===== src/rtl/irq_flag_enable_pkg.sv =====
// package for the interrupt flag and enable bank: map, layouts, reset values, types
package irq_flag_enable_pkg;

    // ==========================================================
    // register map (byte addresses, one aligned word each)
    // ==========================================================
    localparam logic [7:0] FLAG3_OFF = 8'h00;    // interrupt_flag_status_3
    localparam logic [7:0] GROUP_EN_OFF = 8'h04; // interrupt_enable_uart_timer_group
    localparam logic [7:0] MASK3_OFF = 8'h08;    // gate of flag bits onto irq_o
    localparam logic [7:0] FLAG3_CLR_OFF = 8'h0c; // write one to clear flag bits
    localparam logic [7:0] CAUSE_OFF = 8'h10;    // reset_cause_control_reg
    localparam logic [7:0] OSC_OFF = 8'h14;      // oscillator_control_reg

    // ==========================================================
    // field layouts
    // ==========================================================
    localparam logic [15:0] FLAG3_IMPL = 16'h39ff; // 15:14 and 10:9 unimplemented
    localparam logic [15:0] GROUP_EN_IMPL = 16'hfffb; // bit 2 unimplemented
    localparam int DMA5_BIT = 13;
    localparam int CODEC_EV_BIT = 12;
    localparam int CODEC_ERR_BIT = 11;
    localparam int CAN2_EV_BIT = 8;
    localparam int CAN2_RX_BIT = 7;
    localparam int PIN4_BIT = 6;
    localparam int PIN3_BIT = 5;
    localparam int TMR9_BIT = 4;
    localparam int TMR8_BIT = 3;
    localparam int I2C2_M_BIT = 2;
    localparam int I2C2_S_BIT = 1;
    localparam int TMR7_BIT = 0;
    localparam int OSC_ACT_LSB = 0;   // active source, 3 bits, read only
    localparam int OSC_COLD_BIT = 4;  // last reset was a power or brownout reset
    localparam int OSC_REQ_LSB = 8;   // requested source, 3 bits, writable

    // ==========================================================
    // reset values
    // ==========================================================
    localparam logic [15:0] FLAG3_RST = 16'h0000;
    localparam logic [15:0] GROUP_EN_RST = 16'h0000;
    localparam logic [15:0] MASK3_RST = 16'h0000;
    localparam logic [15:0] CAUSE_RST = 16'h0000;
    localparam logic [15:0] OSC_RST = 16'h0000;
    localparam logic [1:0] RESP_OKAY = 2'h0;
    localparam logic [1:0] RESP_SLVERR = 2'h2;

    // ==========================================================
    // types
    // ==========================================================
    typedef enum logic [2:0] {
        RK_POWER,
        RK_BROWNOUT,
        RK_PIN,
        RK_WATCHDOG,
        RK_SOFTWARE,
        RK_TRAP
    } reset_kind_e;

    // one-cycle event pulses from the sources of the third flag register
    typedef struct packed {
        logic dma_ch5_done_flag;
        logic codec_if_event_flag;
        logic codec_if_error_flag;
        logic can2_event_flag;
        logic can2_rx_ready_flag;
        logic ext_pin4_flag;
        logic ext_pin3_flag;
        logic timer9_flag;
        logic timer8_flag;
        logic i2c2_master_flag;
        logic i2c2_slave_flag;
        logic timer7_flag;
    } flag_events_s;

endpackage


===== src/rtl/irq_flag_enable_bank.sv =====
// interrupt flag and enable bank with reset-cause and oscillator registers, AXI4-Lite slave
// ==========================================================
// Overview of operation
// - device reset loads control registers to defined values
// - flag, enable and mask reset values same for any reset source
// - reset cause register reflects reset kind
// - oscillator register from reset kind and configuration
// - flag reads one after request, software writable
// - enable bit passes or blocks its request
// - bit 13 is DMA channel 5 done
// - bit 12 is codec interface event
// - bit 11 is codec interface error
// - bit 8 is second CAN general event
// - bit 7 is second CAN receive ready
// - bits 6,5 are external pins four, three
// - bits 4..0 timers, second I2C flags
// - unimplemented flag bits ignore writes, read zero
// ==========================================================
//
// Local design decisions: the placing of the registers and the AXI4-Lite register port.
module irq_flag_enable_bank
    import irq_flag_enable_pkg::*;
#(
    parameter int ADDR_W = 8 // byte address width of the slave
) (
    input wire logic sys_clk_i, // system clock, 40 MHz
    input wire logic rst_n_i, // async reset, active low
    input wire reset_kind_e reset_kind_i, // kind of the reset being released
    input wire logic [2:0] oscillator_config_word_i, // programmed oscillator source
    input wire flag_events_s events_i, // one-cycle source event pulses
    input wire logic [15:0] group_req_i, // request levels of the enable group
    output logic [15:0] group_irq_o, // group requests after enable gating
    output logic irq_o, // level interrupt, unmasked flag set
    input wire logic [ADDR_W-1:0] s_axi_awaddr, // write address
    input wire logic s_axi_awvalid, // write address valid
    output logic s_axi_awready, // write address ready
    input wire logic [31:0] s_axi_wdata, // write data
    input wire logic [3:0] s_axi_wstrb, // write byte lanes
    input wire logic s_axi_wvalid, // write data valid
    output logic s_axi_wready, // write data ready
    output logic [1:0] s_axi_bresp, // write response
    output logic s_axi_bvalid, // write response valid
    input wire logic s_axi_bready, // write response ready
    input wire logic [ADDR_W-1:0] s_axi_araddr, // read address
    input wire logic s_axi_arvalid, // read address valid
    output logic s_axi_arready, // read address ready
    output logic [31:0] s_axi_rdata, // read data
    output logic [1:0] s_axi_rresp, // read response
    output logic s_axi_rvalid, // read data valid
    input wire logic s_axi_rready // read data ready
);

    // the map needs the offsets up to OSC_OFF to be addressable
    // checked at elaboration, so a bad width never reaches simulation
    if (ADDR_W < 5 || ADDR_W > 32) begin : addr_w_check
        $error("ADDR_W must lie between 5 and 32");
    end

    // ==========================================================
    // state
    // ==========================================================
    logic [15:0] flag3_r; // interrupt_flag_status_3
    logic [15:0] flag3_nxt; // its next value
    logic [15:0] group_en_r; // interrupt_enable_uart_timer_group
    logic [15:0] mask3_r; // flag gate onto irq_o
    logic [15:0] cause_r; // reset_cause_control_reg
    logic [15:0] osc_r; // oscillator_control_reg
    logic load_done_r; // reset-dependent values captured
    logic have_aw_r; // write address held
    logic have_w_r; // write data held
    logic [ADDR_W-1:0] aw_addr_r; // held write address
    logic [15:0] w_data_r; // held write data, low half
    logic [1:0] w_strb_r; // held byte lanes, low half
    logic [15:0] ev_vec; // events placed at their flag bits
    logic [15:0] be; // bit enables from byte lanes
    logic wr_go; // write commits this cycle
    logic wr_flag, wr_en, wr_mask, wr_clr, wr_cause, wr_osc, wr_err; // write decode
    logic [15:0] rd_val; // read mux result
    logic rd_err; // read of an unmapped address

    // ==========================================================
    // event placement
    // ==========================================================
    // sources land at fixed flag positions, reserved positions stay zero
    always_comb begin
        ev_vec = 16'h0000;
        ev_vec[DMA5_BIT] = events_i.dma_ch5_done_flag;
        ev_vec[CODEC_EV_BIT] = events_i.codec_if_event_flag;
        ev_vec[CODEC_ERR_BIT] = events_i.codec_if_error_flag;
        ev_vec[CAN2_EV_BIT] = events_i.can2_event_flag;
        ev_vec[CAN2_RX_BIT] = events_i.can2_rx_ready_flag;
        ev_vec[PIN4_BIT] = events_i.ext_pin4_flag;
        ev_vec[PIN3_BIT] = events_i.ext_pin3_flag;
        ev_vec[TMR9_BIT] = events_i.timer9_flag;
        ev_vec[TMR8_BIT] = events_i.timer8_flag;
        ev_vec[I2C2_M_BIT] = events_i.i2c2_master_flag;
        ev_vec[I2C2_S_BIT] = events_i.i2c2_slave_flag;
        ev_vec[TMR7_BIT] = events_i.timer7_flag;
    end

    // ==========================================================
    // write channel
    // ==========================================================
    assign be = {{8{w_strb_r[1]}}, {8{w_strb_r[0]}}};
    assign wr_go = have_aw_r && have_w_r && !s_axi_bvalid;

    // address decode of the held write address
    always_comb begin
        wr_flag = 1'b0;
        wr_en = 1'b0;
        wr_mask = 1'b0;
        wr_clr = 1'b0;
        wr_cause = 1'b0;
        wr_osc = 1'b0;
        wr_err = 1'b0;
        if (aw_addr_r == ADDR_W'(FLAG3_OFF)) begin
            wr_flag = wr_go;
        end else if (aw_addr_r == ADDR_W'(GROUP_EN_OFF)) begin
            wr_en = wr_go;
        end else if (aw_addr_r == ADDR_W'(MASK3_OFF)) begin
            wr_mask = wr_go;
        end else if (aw_addr_r == ADDR_W'(FLAG3_CLR_OFF)) begin
            wr_clr = wr_go;
        end else if (aw_addr_r == ADDR_W'(CAUSE_OFF)) begin
            wr_cause = wr_go;
        end else if (aw_addr_r == ADDR_W'(OSC_OFF)) begin
            wr_osc = wr_go;
        end else begin
            wr_err = wr_go; // unmapped: answered with an error, nothing stored
        end
    end

    // address and data are taken in either order and held until the response
    always_ff @(posedge sys_clk_i or negedge rst_n_i) begin
        if (!rst_n_i) begin
            s_axi_awready <= 1'b1;
            s_axi_wready <= 1'b1;
            have_aw_r <= 1'b0;
            have_w_r <= 1'b0;
            aw_addr_r <= '0;
            w_data_r <= 16'h0000;
            w_strb_r <= 2'h0;
            s_axi_bvalid <= 1'b0;
            s_axi_bresp <= RESP_OKAY;
        end else begin
            if (s_axi_awvalid && s_axi_awready) begin
                s_axi_awready <= 1'b0;
                have_aw_r <= 1'b1;
                aw_addr_r <= s_axi_awaddr;
            end
            if (s_axi_wvalid && s_axi_wready) begin
                s_axi_wready <= 1'b0;
                have_w_r <= 1'b1;
                w_data_r <= s_axi_wdata[15:0];
                w_strb_r <= s_axi_wstrb[1:0];
            end
            if (wr_go) begin
                s_axi_bvalid <= 1'b1;
                s_axi_bresp <= wr_err ? RESP_SLVERR : RESP_OKAY;
            end
            if (s_axi_bvalid && s_axi_bready) begin
                s_axi_bvalid <= 1'b0;
                have_aw_r <= 1'b0;
                have_w_r <= 1'b0;
                s_axi_awready <= 1'b1;
                s_axi_wready <= 1'b1;
            end
        end
    end

    // ==========================================================
    // flag register
    // ==========================================================
    // a source event in the same cycle as a software write or clear wins,
    // so no request is lost to a racing clear
    always_comb begin
        flag3_nxt = flag3_r;
        if (wr_flag) begin
            flag3_nxt = (flag3_r & ~be) | (w_data_r & be);
        end
        if (wr_clr) begin
            flag3_nxt = flag3_r & ~(w_data_r & be);
        end
        flag3_nxt = (flag3_nxt | ev_vec) & FLAG3_IMPL;
    end

    // flags clear on every reset kind alike
    always_ff @(posedge sys_clk_i or negedge rst_n_i) begin
        if (!rst_n_i) begin
            flag3_r <= FLAG3_RST;
        end else begin
            flag3_r <= flag3_nxt;
        end
    end

    // ==========================================================
    // enable and mask registers
    // ==========================================================
    // software-owned gates, cleared on every reset
    always_ff @(posedge sys_clk_i or negedge rst_n_i) begin
        if (!rst_n_i) begin
            group_en_r <= GROUP_EN_RST;
            mask3_r <= MASK3_RST;
        end else begin
            if (wr_en) begin
                group_en_r <= ((group_en_r & ~be) | (w_data_r & be)) & GROUP_EN_IMPL;
            end
            if (wr_mask) begin
                mask3_r <= ((mask3_r & ~be) | (w_data_r & be)) & FLAG3_IMPL;
            end
        end
    end

    // ==========================================================
    // reset-dependent registers
    // ==========================================================
    // an async reset may only load constants, so the reset kind and the
    // oscillator configuration are caught at the first edge after release
    always_ff @(posedge sys_clk_i or negedge rst_n_i) begin
        if (!rst_n_i) begin
            load_done_r <= 1'b0;
            cause_r <= CAUSE_RST;
            osc_r <= OSC_RST;
        end else if (!load_done_r) begin
            load_done_r <= 1'b1;
            cause_r <= 16'h0001 << reset_kind_i;
            osc_r <= OSC_RST;
            osc_r[OSC_ACT_LSB +: 3] <= oscillator_config_word_i;
            osc_r[OSC_REQ_LSB +: 3] <= oscillator_config_word_i;
            osc_r[OSC_COLD_BIT] <= (reset_kind_i == RK_POWER) || (reset_kind_i == RK_BROWNOUT);
        end else begin
            if (wr_cause) begin
                cause_r <= cause_r & ~(w_data_r & be); // cause bits are write-one-to-clear
            end
            if (wr_osc && be[OSC_REQ_LSB]) begin
                osc_r[OSC_REQ_LSB +: 3] <= w_data_r[OSC_REQ_LSB +: 3];
            end
        end
    end

    // ==========================================================
    // request outputs
    // ==========================================================
    // registered gating, one cycle behind the flag and enable state
    always_ff @(posedge sys_clk_i or negedge rst_n_i) begin
        if (!rst_n_i) begin
            irq_o <= 1'b0;
            group_irq_o <= 16'h0000;
        end else begin
            irq_o <= |(flag3_r & mask3_r);
            group_irq_o <= group_req_i & group_en_r;
        end
    end

    // ==========================================================
    // read channel
    // ==========================================================
    // read decode straight from the bus address
    always_comb begin
        rd_val = 16'h0000;
        rd_err = 1'b0;
        if (s_axi_araddr == ADDR_W'(FLAG3_OFF)) begin
            rd_val = flag3_r; // reserved bits are always zero in storage
        end else if (s_axi_araddr == ADDR_W'(GROUP_EN_OFF)) begin
            rd_val = group_en_r;
        end else if (s_axi_araddr == ADDR_W'(MASK3_OFF)) begin
            rd_val = mask3_r;
        end else if (s_axi_araddr == ADDR_W'(FLAG3_CLR_OFF)) begin
            rd_val = 16'h0000; // clear port reads zero
        end else if (s_axi_araddr == ADDR_W'(CAUSE_OFF)) begin
            rd_val = cause_r;
        end else if (s_axi_araddr == ADDR_W'(OSC_OFF)) begin
            rd_val = osc_r;
        end else begin
            rd_err = 1'b1;
        end
    end

    // one read at a time, data held until taken
    always_ff @(posedge sys_clk_i or negedge rst_n_i) begin
        if (!rst_n_i) begin
            s_axi_arready <= 1'b1;
            s_axi_rvalid <= 1'b0;
            s_axi_rdata <= 32'h0000_0000;
            s_axi_rresp <= RESP_OKAY;
        end else if (s_axi_arvalid && s_axi_arready) begin
            s_axi_arready <= 1'b0;
            s_axi_rvalid <= 1'b1;
            s_axi_rdata <= {16'h0000, rd_val};
            s_axi_rresp <= rd_err ? RESP_SLVERR : RESP_OKAY;
        end else if (s_axi_rvalid && s_axi_rready) begin
            s_axi_rvalid <= 1'b0;
            s_axi_arready <= 1'b1;
        end
    end
endmodule


===== config.mk =====
export PLATFORM = sky130hd
export DESIGN_NAME = irq_flag_enable_bank
export DESIGN_NICKNAME = d
export VERILOG_FILES = /design/src/rtl/irq_flag_enable_pkg.sv /design/src/rtl/irq_flag_enable_bank.sv
export SDC_FILE = /design/constraint.sdc
export NUM_CORES = 1
export LEC_CHECK = 0
export BUFFER_PORTS_ARGS = -buffer_cell sky130_fd_sc_hd__buf_4
export CELL_PAD_IN_SITES_DETAIL_PLACEMENT = 1
export CELL_PAD_IN_SITES_GLOBAL_PLACEMENT = 2
export CORE_ASPECT_RATIO = 0.8
export CORE_MARGIN = 2
export CORE_UTILIZATION = 36
export DETAILED_ROUTE_END_ITERATION = 16
export PLACE_DENSITY = 0.8
export SLEW_MARGIN = 0
export SYNTH_ARGS = -nofsm -noshare
export SYNTH_HDL_FRONTEND = slang
export SYNTH_SLANG_ARGS = --single-unit

===== constraint.sdc =====
create_clock -name sys_clk_i -period 3 [get_ports sys_clk_i]
set_input_delay 0.45 -clock sys_clk_i [delete_from_list [all_inputs] [get_ports sys_clk_i]]
set_output_delay 0.45 -clock sys_clk_i [all_outputs]
set_load 0.05 [all_outputs]

==> summary.txt, run 1 <==
Post-synth EDFFs -> 0
Final clock skew -> 0.0120 ns
Total GRT Usage -> 0.198
Netlist Area Pre-Place -> 5890 µm²
Initial core utilization -> 0.370
Root buf cell -> clkbuf_16
Fin crit share -> 0.729
CP delay by family, top -> simple AND/OR/NAND/NOR gates
Total Power -> 0.00569 W
Met3 usage -> 0.0452
Htree depth -> 4
Port buffer count -> 112
Required @ worst endpoint -> 3.30 ns
Hold Buf Count CTS -> 0
Yosys warns -> 0
Critical path arrival -> 2.48 ns
GR Layer Usage met1 -> 0.278
RSZ-0062 raised after global routing -> no
Vias/cell -> 5.20
Post-placement setup slack -> 0.793 ns
Routed WL -> 16,300 µm
Pleak -> 3.51 nW
DRC -> 0
Clk buf depth -> 2
DIE AREA -> 17,400 µm²
Asr flop ratio synth -> 1.00
Worst path slowest cell -> or4_4
Placer Congestion -> 0.798
CTS Buf Count -> 17
Vias in the first global route -> 4,682
Peak VDD IR -> 0.000537 V
Setup Crit Path Kind -> flop to flop
Worst-Margin Slew -> 0.963 ns
Die Wd -> 147 µm
CP startpoint kind -> flop
Synth Flop Type -> dfrtp_1
Pwr/cell area -> 760 nW/µm²
Clock Sinks -> 130
Commonest cells after routing, fill and taps aside -> 127 x dfrtp_1, 117 x buf_4, 59 x mux2_2, 34 x a21oi_1, 29 x nand2_1
DRT Pass-1 Iters -> 5
Setup violations, final -> 0
Layout filler cell count -> 1,745
Post-CTS sizing -> 0
Ports -> 151
Pins Over Slew Limit -> 0
Final Hold Viols -> 0
Post-synthesis sequential area ratio -> 0.553
GR peak layer -> met2
Max-Cap Viols -> 0
Type of destination of the critical path -> flop
Worst rel slew slack -> 0.357
CP cell instances -> or4_4 -> nor3_4 -> nand4_2 -> mux2_2
Tmin final -> 2.19 ns
ANT cells -> 0
Worst-path clk slew -> 0.06 ns
Post-Place Cells -> 821
Nets -> 718
Worst-path fanout max -> 8
Worst min-delay path class -> primary input to async pin
Post-CTS Setup Repair Bufs -> 0
Avg Inst Size Synth -> 11.6 µm²
Row count -> 41
GRT overflow -> 0
Post-route ant nets -> 0
Worst R2R Setup Slack -> 0.81 ns
Most common cell after layout, fill and taps aside -> dfrtp_1
Max incr delay on CP -> 0.56 ns
Core box area -> 15,900 µm²
TritonCTS clock tree -> built
Largest net degree at the start of global routing -> 43
Fraction of layout cells with a size suffix above 1 -> 0.344
WL/cell -> 19.1 µm
Post-Synthesis Cells -> 509
Synth Register Bits -> 130
CP Buf/Inv Count -> 0
Status -> finished, final reports clean
Die H -> 118 µm
First-pass GRT wire length -> 26,600 µm
Fin Setup TNS -> 0 ns
Initial antenna violation count -> 0
Final WS setup -> 0.814 ns
Fmax -> 0.457 GHz
Netlist cell types -> 52
Synthesis-to-layout area growth -> 27.1%
Met2 usage -> 0.304
Starting DRC count in detailed routing -> 286
Final HPWL DP -> 11,900 µm
DR vias -> 4,422
Post-route insts no fill -> 851
Skew-Pair Late Insertion Delay -> 0.42 ns
-- cell usage after synthesis, types with 4 or more instances --
| master | number | area [µm²] |
|---|---|---|
| mux2i_1 | 12 | 120 |
| a22oi_1 | 12 | 90.1 |
| nor2b_1 | 10 | 62.6 |
| clkbuf_1 | 16 | 60.1 |
| nor3_1 | 20 | 100 |
| nand2_1 | 29 | 109 |
| a22o_1 | 4 | 35.0 |
| a221oi_1 | 7 | 61.3 |
| inv_1 | 17 | 63.8 |
| a31oi_1 | 7 | 43.8 |
| nand3_1 | 7 | 35.0 |
| a211oi_1 | 6 | 45.0 |
| mux2_2 | 59 | 664 |
| a21oi_1 | 34 | 170 |
| o21bai_1 | 4 | 30.0 |
| dfrtp_1 | 127 | 3180 |
| nor2_1 | 16 | 60.1 |
| buf_4 | 19 | 143 |
| nand3b_1 | 8 | 60.1 |
| o31ai_1 | 8 | 60.1 |
| o21ai_0 | 13 | 65.1 |
| and2_1 | 17 | 106 |
| a311oi_1 | 8 | 70.1 |
-- layer usage --
| metal | vias to the layer above | wire length, µm |
|---|---|---|
| met3 | 17 | 955 |
| met2 | 138 | 7510 |
| met1 | 2217 | 7610 |
| li1 | 2050 | - |
| met5 | - | 0 |
| met4 | 0 | 212 |
-- path summary, 6_finish.rpt --
check / endpoint / cells past startpoint / start
min in group sys_clk_i: s_axi_arready / 2 / s_axi_arvalid
setup reg to reg: flop / 4 / aw_addr_r[0]
hold / removal: async pin / 1 / rst_n_i
hold reg to reg: cause_r[15] / 1 / w_data_r[15]
max in group asynchronous: s_axi_awready / 2 / rst_n_i
setup / recovery: flop / 4 / aw_addr_r[0]
-- power by group --
group | leakage [nW] | switching, W | internal, W
logic | 1.58 | 0.000646 | 0.000503
clock network | 0.289 | 0.000727 | 0.00132
registers | 1.65 | 0.000416 | 0.00208
-- cell type report --
type                    instances  area [µm²]  area share
flip-flops and latches        130        3260       0.435
multi-input cells             341        2420       0.323
repair buffers                118         898       0.120
clock buffers                  25         505      0.0675
well taps                     215         269      0.0359
clock inverters                 5        75.1      0.0100
inverters                      17        63.8     0.00853
-- logic make-up after synthesis --
| kind of cell | after synthesis | synth area share |
|---|---|---|
| flops | 130 | 0.553 |
| mux | 72 | 0.137 |
| buf+inv | 56 | 0.0484 |
| other cells | 2 | 0.00127 |
| compound gates | 112 | 0.126 |
| simple gates | 137 | 0.135 |
-- through the flow --
stage	utilization	hold slack (ns)	area (µm²)
final	0.471	0.0155	7480
after global routing	0.471	0.0448	7480
after CTS	0.471	0.0246	7480
after detailed placement	0.434	0.468	6900
after global placement	0.434	0.462	6900
after floorplan	-	0.154	5960
Note: power is estimated with default switching activity, not from simulation.
==> inputs of run 2 (changes only) <==
--- a/config.mk
+++ b/config.mk
@@ -10,9 +10,9 @@
 export CELL_PAD_IN_SITES_GLOBAL_PLACEMENT = 2
 export CORE_ASPECT_RATIO = 0.8
 export CORE_MARGIN = 2
-export CORE_UTILIZATION = 36
+export CORE_UTILIZATION = 31
 export DETAILED_ROUTE_END_ITERATION = 16
-export PLACE_DENSITY = 0.8
+export PLACE_DENSITY = 0.73
 export SLEW_MARGIN = 0
 export SYNTH_ARGS = -nofsm -noshare
 export SYNTH_HDL_FRONTEND = slang
==> constraint.sdc (replaced) <==
create_clock -name sys_clk_i -period 1.95 [get_ports sys_clk_i]
set_input_delay 0.2925 -clock sys_clk_i [delete_from_list [all_inputs] [get_ports sys_clk_i]]
set_output_delay 0.2925 -clock sys_clk_i [all_outputs]
set_load 0.05 [all_outputs]
==> run 2 against run 1 <==
Compared with the run above:
- die area increased by 16%
- flip-flop and latch count unchanged
- maximum frequency rose by 16%
- global-route usage is 1.9 points lower
- highest routed layer unchanged
- register-to-register slack lost 0.75 ns
- cell count is 7.5% higher
- utilization fell by 5.7 points
==> summary.txt, run 2 (synthesis gave the netlist of run 1 again) <==
Status -> finished, final reports clean
Setup Crit Path Kind -> flop to flop
Total GRT Usage -> 0.178
Commonest cells after routing, fill and taps aside -> 134 x buf_4, 127 x dfrtp_1, 59 x mux2_2, 34 x a21oi_1, 29 x nand2_1
Tmin final -> 1.89 ns
Clk buf depth -> 2
Initial antenna violation count -> 0
CP startpoint kind -> flop
DRT Pass-1 Iters -> 4
ANT cells -> 0
Initial core utilization -> 0.313
Vias in the first global route -> 4,766
First-pass GRT wire length -> 27,000 µm
Worst min-delay path class -> primary input to flop
Synthesis-to-layout area growth -> 32.0%
Die Wd -> 158 µm
Placer Congestion -> 0.753
DIE AREA -> 20,100 µm²
Row count -> 45
TritonCTS clock tree -> built
Most common cell after layout, fill and taps aside -> buf_4
CTS Buf Count -> 17
Final Hold Viols -> 0
Fin crit share -> 0.967
RSZ-0062 raised after global routing -> yes
Worst-path fanout max -> 8
Core box area -> 18,800 µm²
Worst-Margin Slew -> 0.743 ns
Routed WL -> 17,100 µm
Vias/cell -> 4.91
Fin Hold WS -> 0.0319 ns
Peak VDD IR -> 0.000635 V
Max-Cap Viols -> 0
Pleak -> 3.61 nW
Nets -> 737
Root buf cell -> clkbuf_16
Final clock skew -> 0.00680 ns
Worst-path clk slew -> 0.06 ns
Fin util -> 0.414
Htree depth -> 4
Starting DRC count in detailed routing -> 199
Post-route ant nets -> 0
Pwr/cell area -> 1180 nW/µm²
Critical path arrival -> 2.19 ns
DRC -> 0
Largest net degree at the start of global routing -> 56
Clock Sinks -> 130
Port buffer count -> 112
Type of destination of the critical path -> flop
WL/cell -> 18.6 µm
GRT overflow -> 0
Total Power -> 0.00914 W
Ports -> 151
Final HPWL DP -> 12,600 µm
Worst rel slew slack -> 0.505
Die H -> 127 µm
DR vias -> 4,489
Fraction of layout cells with a size suffix above 1 -> 0.376
Pins Over Slew Limit -> 0
Setup violations, final -> 0
Fmax -> 0.530 GHz
Required @ worst endpoint -> 2.25 ns
Skew-Pair Late Insertion Delay -> 0.42 ns
-- run 2: report_power, final --
part	switching (W)	internal [W]	total, W
Combinational	0.00111	0.000864	0.00197
Clock	0.00123	0.00211	0.00334
Sequential	0.000627	0.00320	0.00383
-- run 2: metrics by stage --
| stage | setup TNS, ns | area [µm²] | setup slack (ns) | instances |
|---|---|---|---|---|
| 2_1_floorplan | 0 | 5960 | 0.0158 | 527 |
| 3_3_place_gp | -0.0409 | 7100 | -0.00706 | 881 |
| 3_5_place_dp | -0.287 | 7100 | -0.0405 | 881 |
| 4_1_cts | 0 | 7750 | 0.00449 | 914 |
| 5_1_grt | -0.00772 | 7780 | -0.00317 | 915 |
| 6_report | 0 | 7780 | 0.0644 | 915 |
-- run 2: path summary, 6_finish.rpt --
check / startpoint / endpoint / slack [ns] / cells after the start
max: aw_addr_r[0] / flop / 0.06 / 5
min: s_axi_arvalid / s_axi_arready / 0.03 / 2
max reg2reg: aw_addr_r[0] / flop / 0.06 / 5
min reg2reg: w_data_r[15] / cause_r[15] / 0.48 / 1
max in group asynchronous: rst_n_i / w_data_r[4] / 0.96 / 3
min in group asynchronous: rst_n_i / s_axi_rvalid / 0.27 / 2
-- run 2: cell type report --
type	count	area, µm²
timing repair buffer	137	1060
inverter	17	63.8
multi-input combinational	341	2460
clock buffer	20	467
tap	258	323
clock inverter	12	155
sequential	130	3260
fill	2068	11000
-- run 2: worst max-delay path, cell delays in order, from the launching register on --
cell	delay (ns)
dfrtp_1	0.38
or4_4	0.55
nor3_4	0.16
buf_12	0.16
nand4b_4	0.18
mux2_2	0.33
-- run 2: what timing repair did --
action                     4_1_cts  5_1_grt
buffers inserted                 0        1
hold buffers                     1        0
hold endpoints to repair        10        0
gates resized for setup          2        5
setup endpoints to repair       15       16
-- run 2: per-layer routing --
layer | GRT usage | up-vias | wire [µm]
met5 | 0 | - | 0
met4 | 0.0509 | 0 | 169
met3 | 0.0458 | 13 | 938
met2 | 0.265 | 102 | 7570
met1 | 0.258 | 2282 | 8380
li1 | - | 2092 | -
==> inputs of run 3 (changes only) <==
--- a/config.mk
+++ b/config.mk
@@ -10,9 +10,9 @@
 export CELL_PAD_IN_SITES_GLOBAL_PLACEMENT = 2
 export CORE_ASPECT_RATIO = 0.8
 export CORE_MARGIN = 2
-export CORE_UTILIZATION = 31
+export CORE_UTILIZATION = 34
 export DETAILED_ROUTE_END_ITERATION = 16
-export PLACE_DENSITY = 0.73
+export PLACE_DENSITY = 0.76
 export SLEW_MARGIN = 0
 export SYNTH_ARGS = -nofsm -noshare
 export SYNTH_HDL_FRONTEND = slang
==> constraint.sdc (replaced) <==
create_clock -name sys_clk_i -period 2.1 [get_ports sys_clk_i]
set_input_delay 0.315 -clock sys_clk_i [delete_from_list [all_inputs] [get_ports sys_clk_i]]
set_output_delay 0.315 -clock sys_clk_i [all_outputs]
set_load 0.05 [all_outputs]
==> run 3 against run 2 <==
Compared with the run above:
- sequential power decreased by 7.0%
- non-clock buffer count decreased by 3
- first-iteration DRC count increased by 2.0%
- flip-flop and latch count unchanged
- worst hold slack improved by 0.029 ns
- utilization increased by 2.9 points
- count of clock-buffer cells in the layout increased by 4
- total power decreased by 12%
- global-route usage increased by 1.3 points
- wire length decreased by 1.3%
- via count increased by 2.0%
- critical path type unchanged
- largest cell class unchanged
==> summary.txt, run 3 (synthesis gave the netlist of run 1 again) <==
Total Power -> 0.00802 W
Worst path slowest cell -> or4_4
Met2 usage -> 0.297
DIE AREA -> 18,400 µm²
Most common cell after layout, fill and taps aside -> buf_4
CP cell instances -> or4_4 -> nor3_4 -> buf_12 -> nand4_2 -> buf_4 -> mux2_2
Tmin final -> 1.94 ns
Worst-path fanout max -> 8
DRC -> 0
Nets -> 734
Die H -> 122 µm
Fraction of layout cells with a size suffix above 1 -> 0.357
Fmax -> 0.515 GHz
Ports -> 151
Placer Congestion -> 0.787
Die Wd -> 151 µm
Max-Cap Viols -> 0
CTS Buf Count -> 17
Peak VDD IR -> 0.000667 V
Worst-path clk slew -> 0.05 ns
Fin crit share -> 0.925
Core box area -> 17,200 µm²
Initial core utilization -> 0.343
DRT Pass-1 Iters -> 6
Type of destination of the critical path -> flop
Clock Sinks -> 130
Worst rel slew slack -> 0.576
Worst min-delay path class -> primary input to flop
Row count -> 43
DR vias -> 4,579
CP delay by family, top -> simple AND/OR/NAND/NOR gates
Critical path arrival -> 2.24 ns
Final HPWL DP -> 12,500 µm
Synthesis-to-layout area growth -> 29.0%
Initial antenna violation count -> 0
Hold Path Sink -> s_axi_arready
WL/cell -> 19.2 µm
Vias in the first global route -> 4,771
Pwr/cell area -> 1060 nW/µm²
RSZ-0062 raised after global routing -> no
Met3 usage -> 0.0479
HP Start -> s_axi_arvalid
Pins Over Slew Limit -> 0
ANT cells -> 0
Fin Setup TNS -> 0 ns
Hold path cells -> 2
Worst R2R Path Depth -> 6
Final clock skew -> 0.00897 ns
Launch point of the worst reg-to-reg path -> aw_addr_r[0]
Clk buf depth -> 2
GR Layer Usage met1 -> 0.265
Commonest cells after routing, fill and taps aside -> 130 x buf_4, 127 x dfrtp_1, 59 x mux2_2, 34 x a21oi_1, 29 x nand2_1
Routed WL -> 16,800 µm
Worst-Margin Slew -> 0.637 ns
Setup violations, final -> 0
Htree depth -> 4
Largest net degree at the start of global routing -> 39
GRT overflow -> 0
Final Hold Viols -> 0
Pleak -> 3.57 nW
GR peak layer -> met2
Starting DRC count in detailed routing -> 203
Total GRT Usage -> 0.192
First-pass GRT wire length -> 26,400 µm
Post-route ant nets -> 0
TritonCTS clock tree -> built
Vias/cell -> 5.22
Fin util -> 0.443
Status -> finished, final reports clean
Worst R2R Setup Slack -> 0.16 ns
Port buffer count -> 112
Root buf cell -> clkbuf_16
Skew-Pair Late Insertion Delay -> 0.42 ns
CP startpoint kind -> flop
Setup Crit Path Kind -> flop to flop
Required @ worst endpoint -> 2.40 ns
Max incr delay on CP -> 0.56 ns
CP Buf/Inv Count -> 2
## run 3: changes by cell type in the layout (fill, tap and decap cells not counted), sizes merged
cell / delta
buf: -3
bufinv: -2
clkbuf: +4
clkinv: +1
clkinvlp: -4
inv: -1
## run 3: metrics by stage
stage	std cells	worst slack (ns)	area [µm²]	hold WS, ns
floorplan	527	0.166	5960	0.0194
finish	877	0.158	7600	0.0604
global placement	846	0.182	7050	0.334
global route	877	0.0780	7600	0.0519
detailed placement	846	0.132	7050	0.342
CTS	877	0.0996	7590	0.0463
## run 3: worst max path at each step
stage	slack (ns)	cells past startpoint	endpoint	from
CTS	0.1	4	flag3_r[4]	aw_addr_r[3]
global route	0.08	4	flag3_r[4]	aw_addr_r[3]
global placement	0.18	6	flop	aw_addr_r[0]
finish	0.16	6	flop	aw_addr_r[0]
detailed placement	0.13	4	flag3_r[4]	aw_addr_r[3]
floorplan	0.17	4	flop	s_axi_bvalid
## run 3: layer usage
layer | vias up | share of wire
met5 | - | 0
met4 | 0 | 0.015
met3 | 17 | 0.053
met2 | 115 | 0.46
met1 | 2358 | 0.47
li1 | 2089 | -
## run 3: report_power, final
group / leakage [nW] / internal, W / switching (W)
registers: 1.65 / 0.00297 / 0.000584
clock network: 0.260 / 0.00167 / 0.00105
logic: 1.67 / 0.000764 / 0.000992
## run 3: layout make-up
type,count,area [µm²]
clock buffer,24,472
clock inverter,6,57.6
fill,1858,9560
inverter,17,63.8
multi-input combinational,341,2420
sequential,130,3260
tap,225,282
timing repair buffer,134,1050
## run 3: timing repair
action / CTS / global route
setup buffers: 0 / 0
hold buffers: 1 / 0
setup endpoints to repair: 0 / 8
endpoints found under the hold margin: 34 / 0
gates resized for setup: 0 / 1
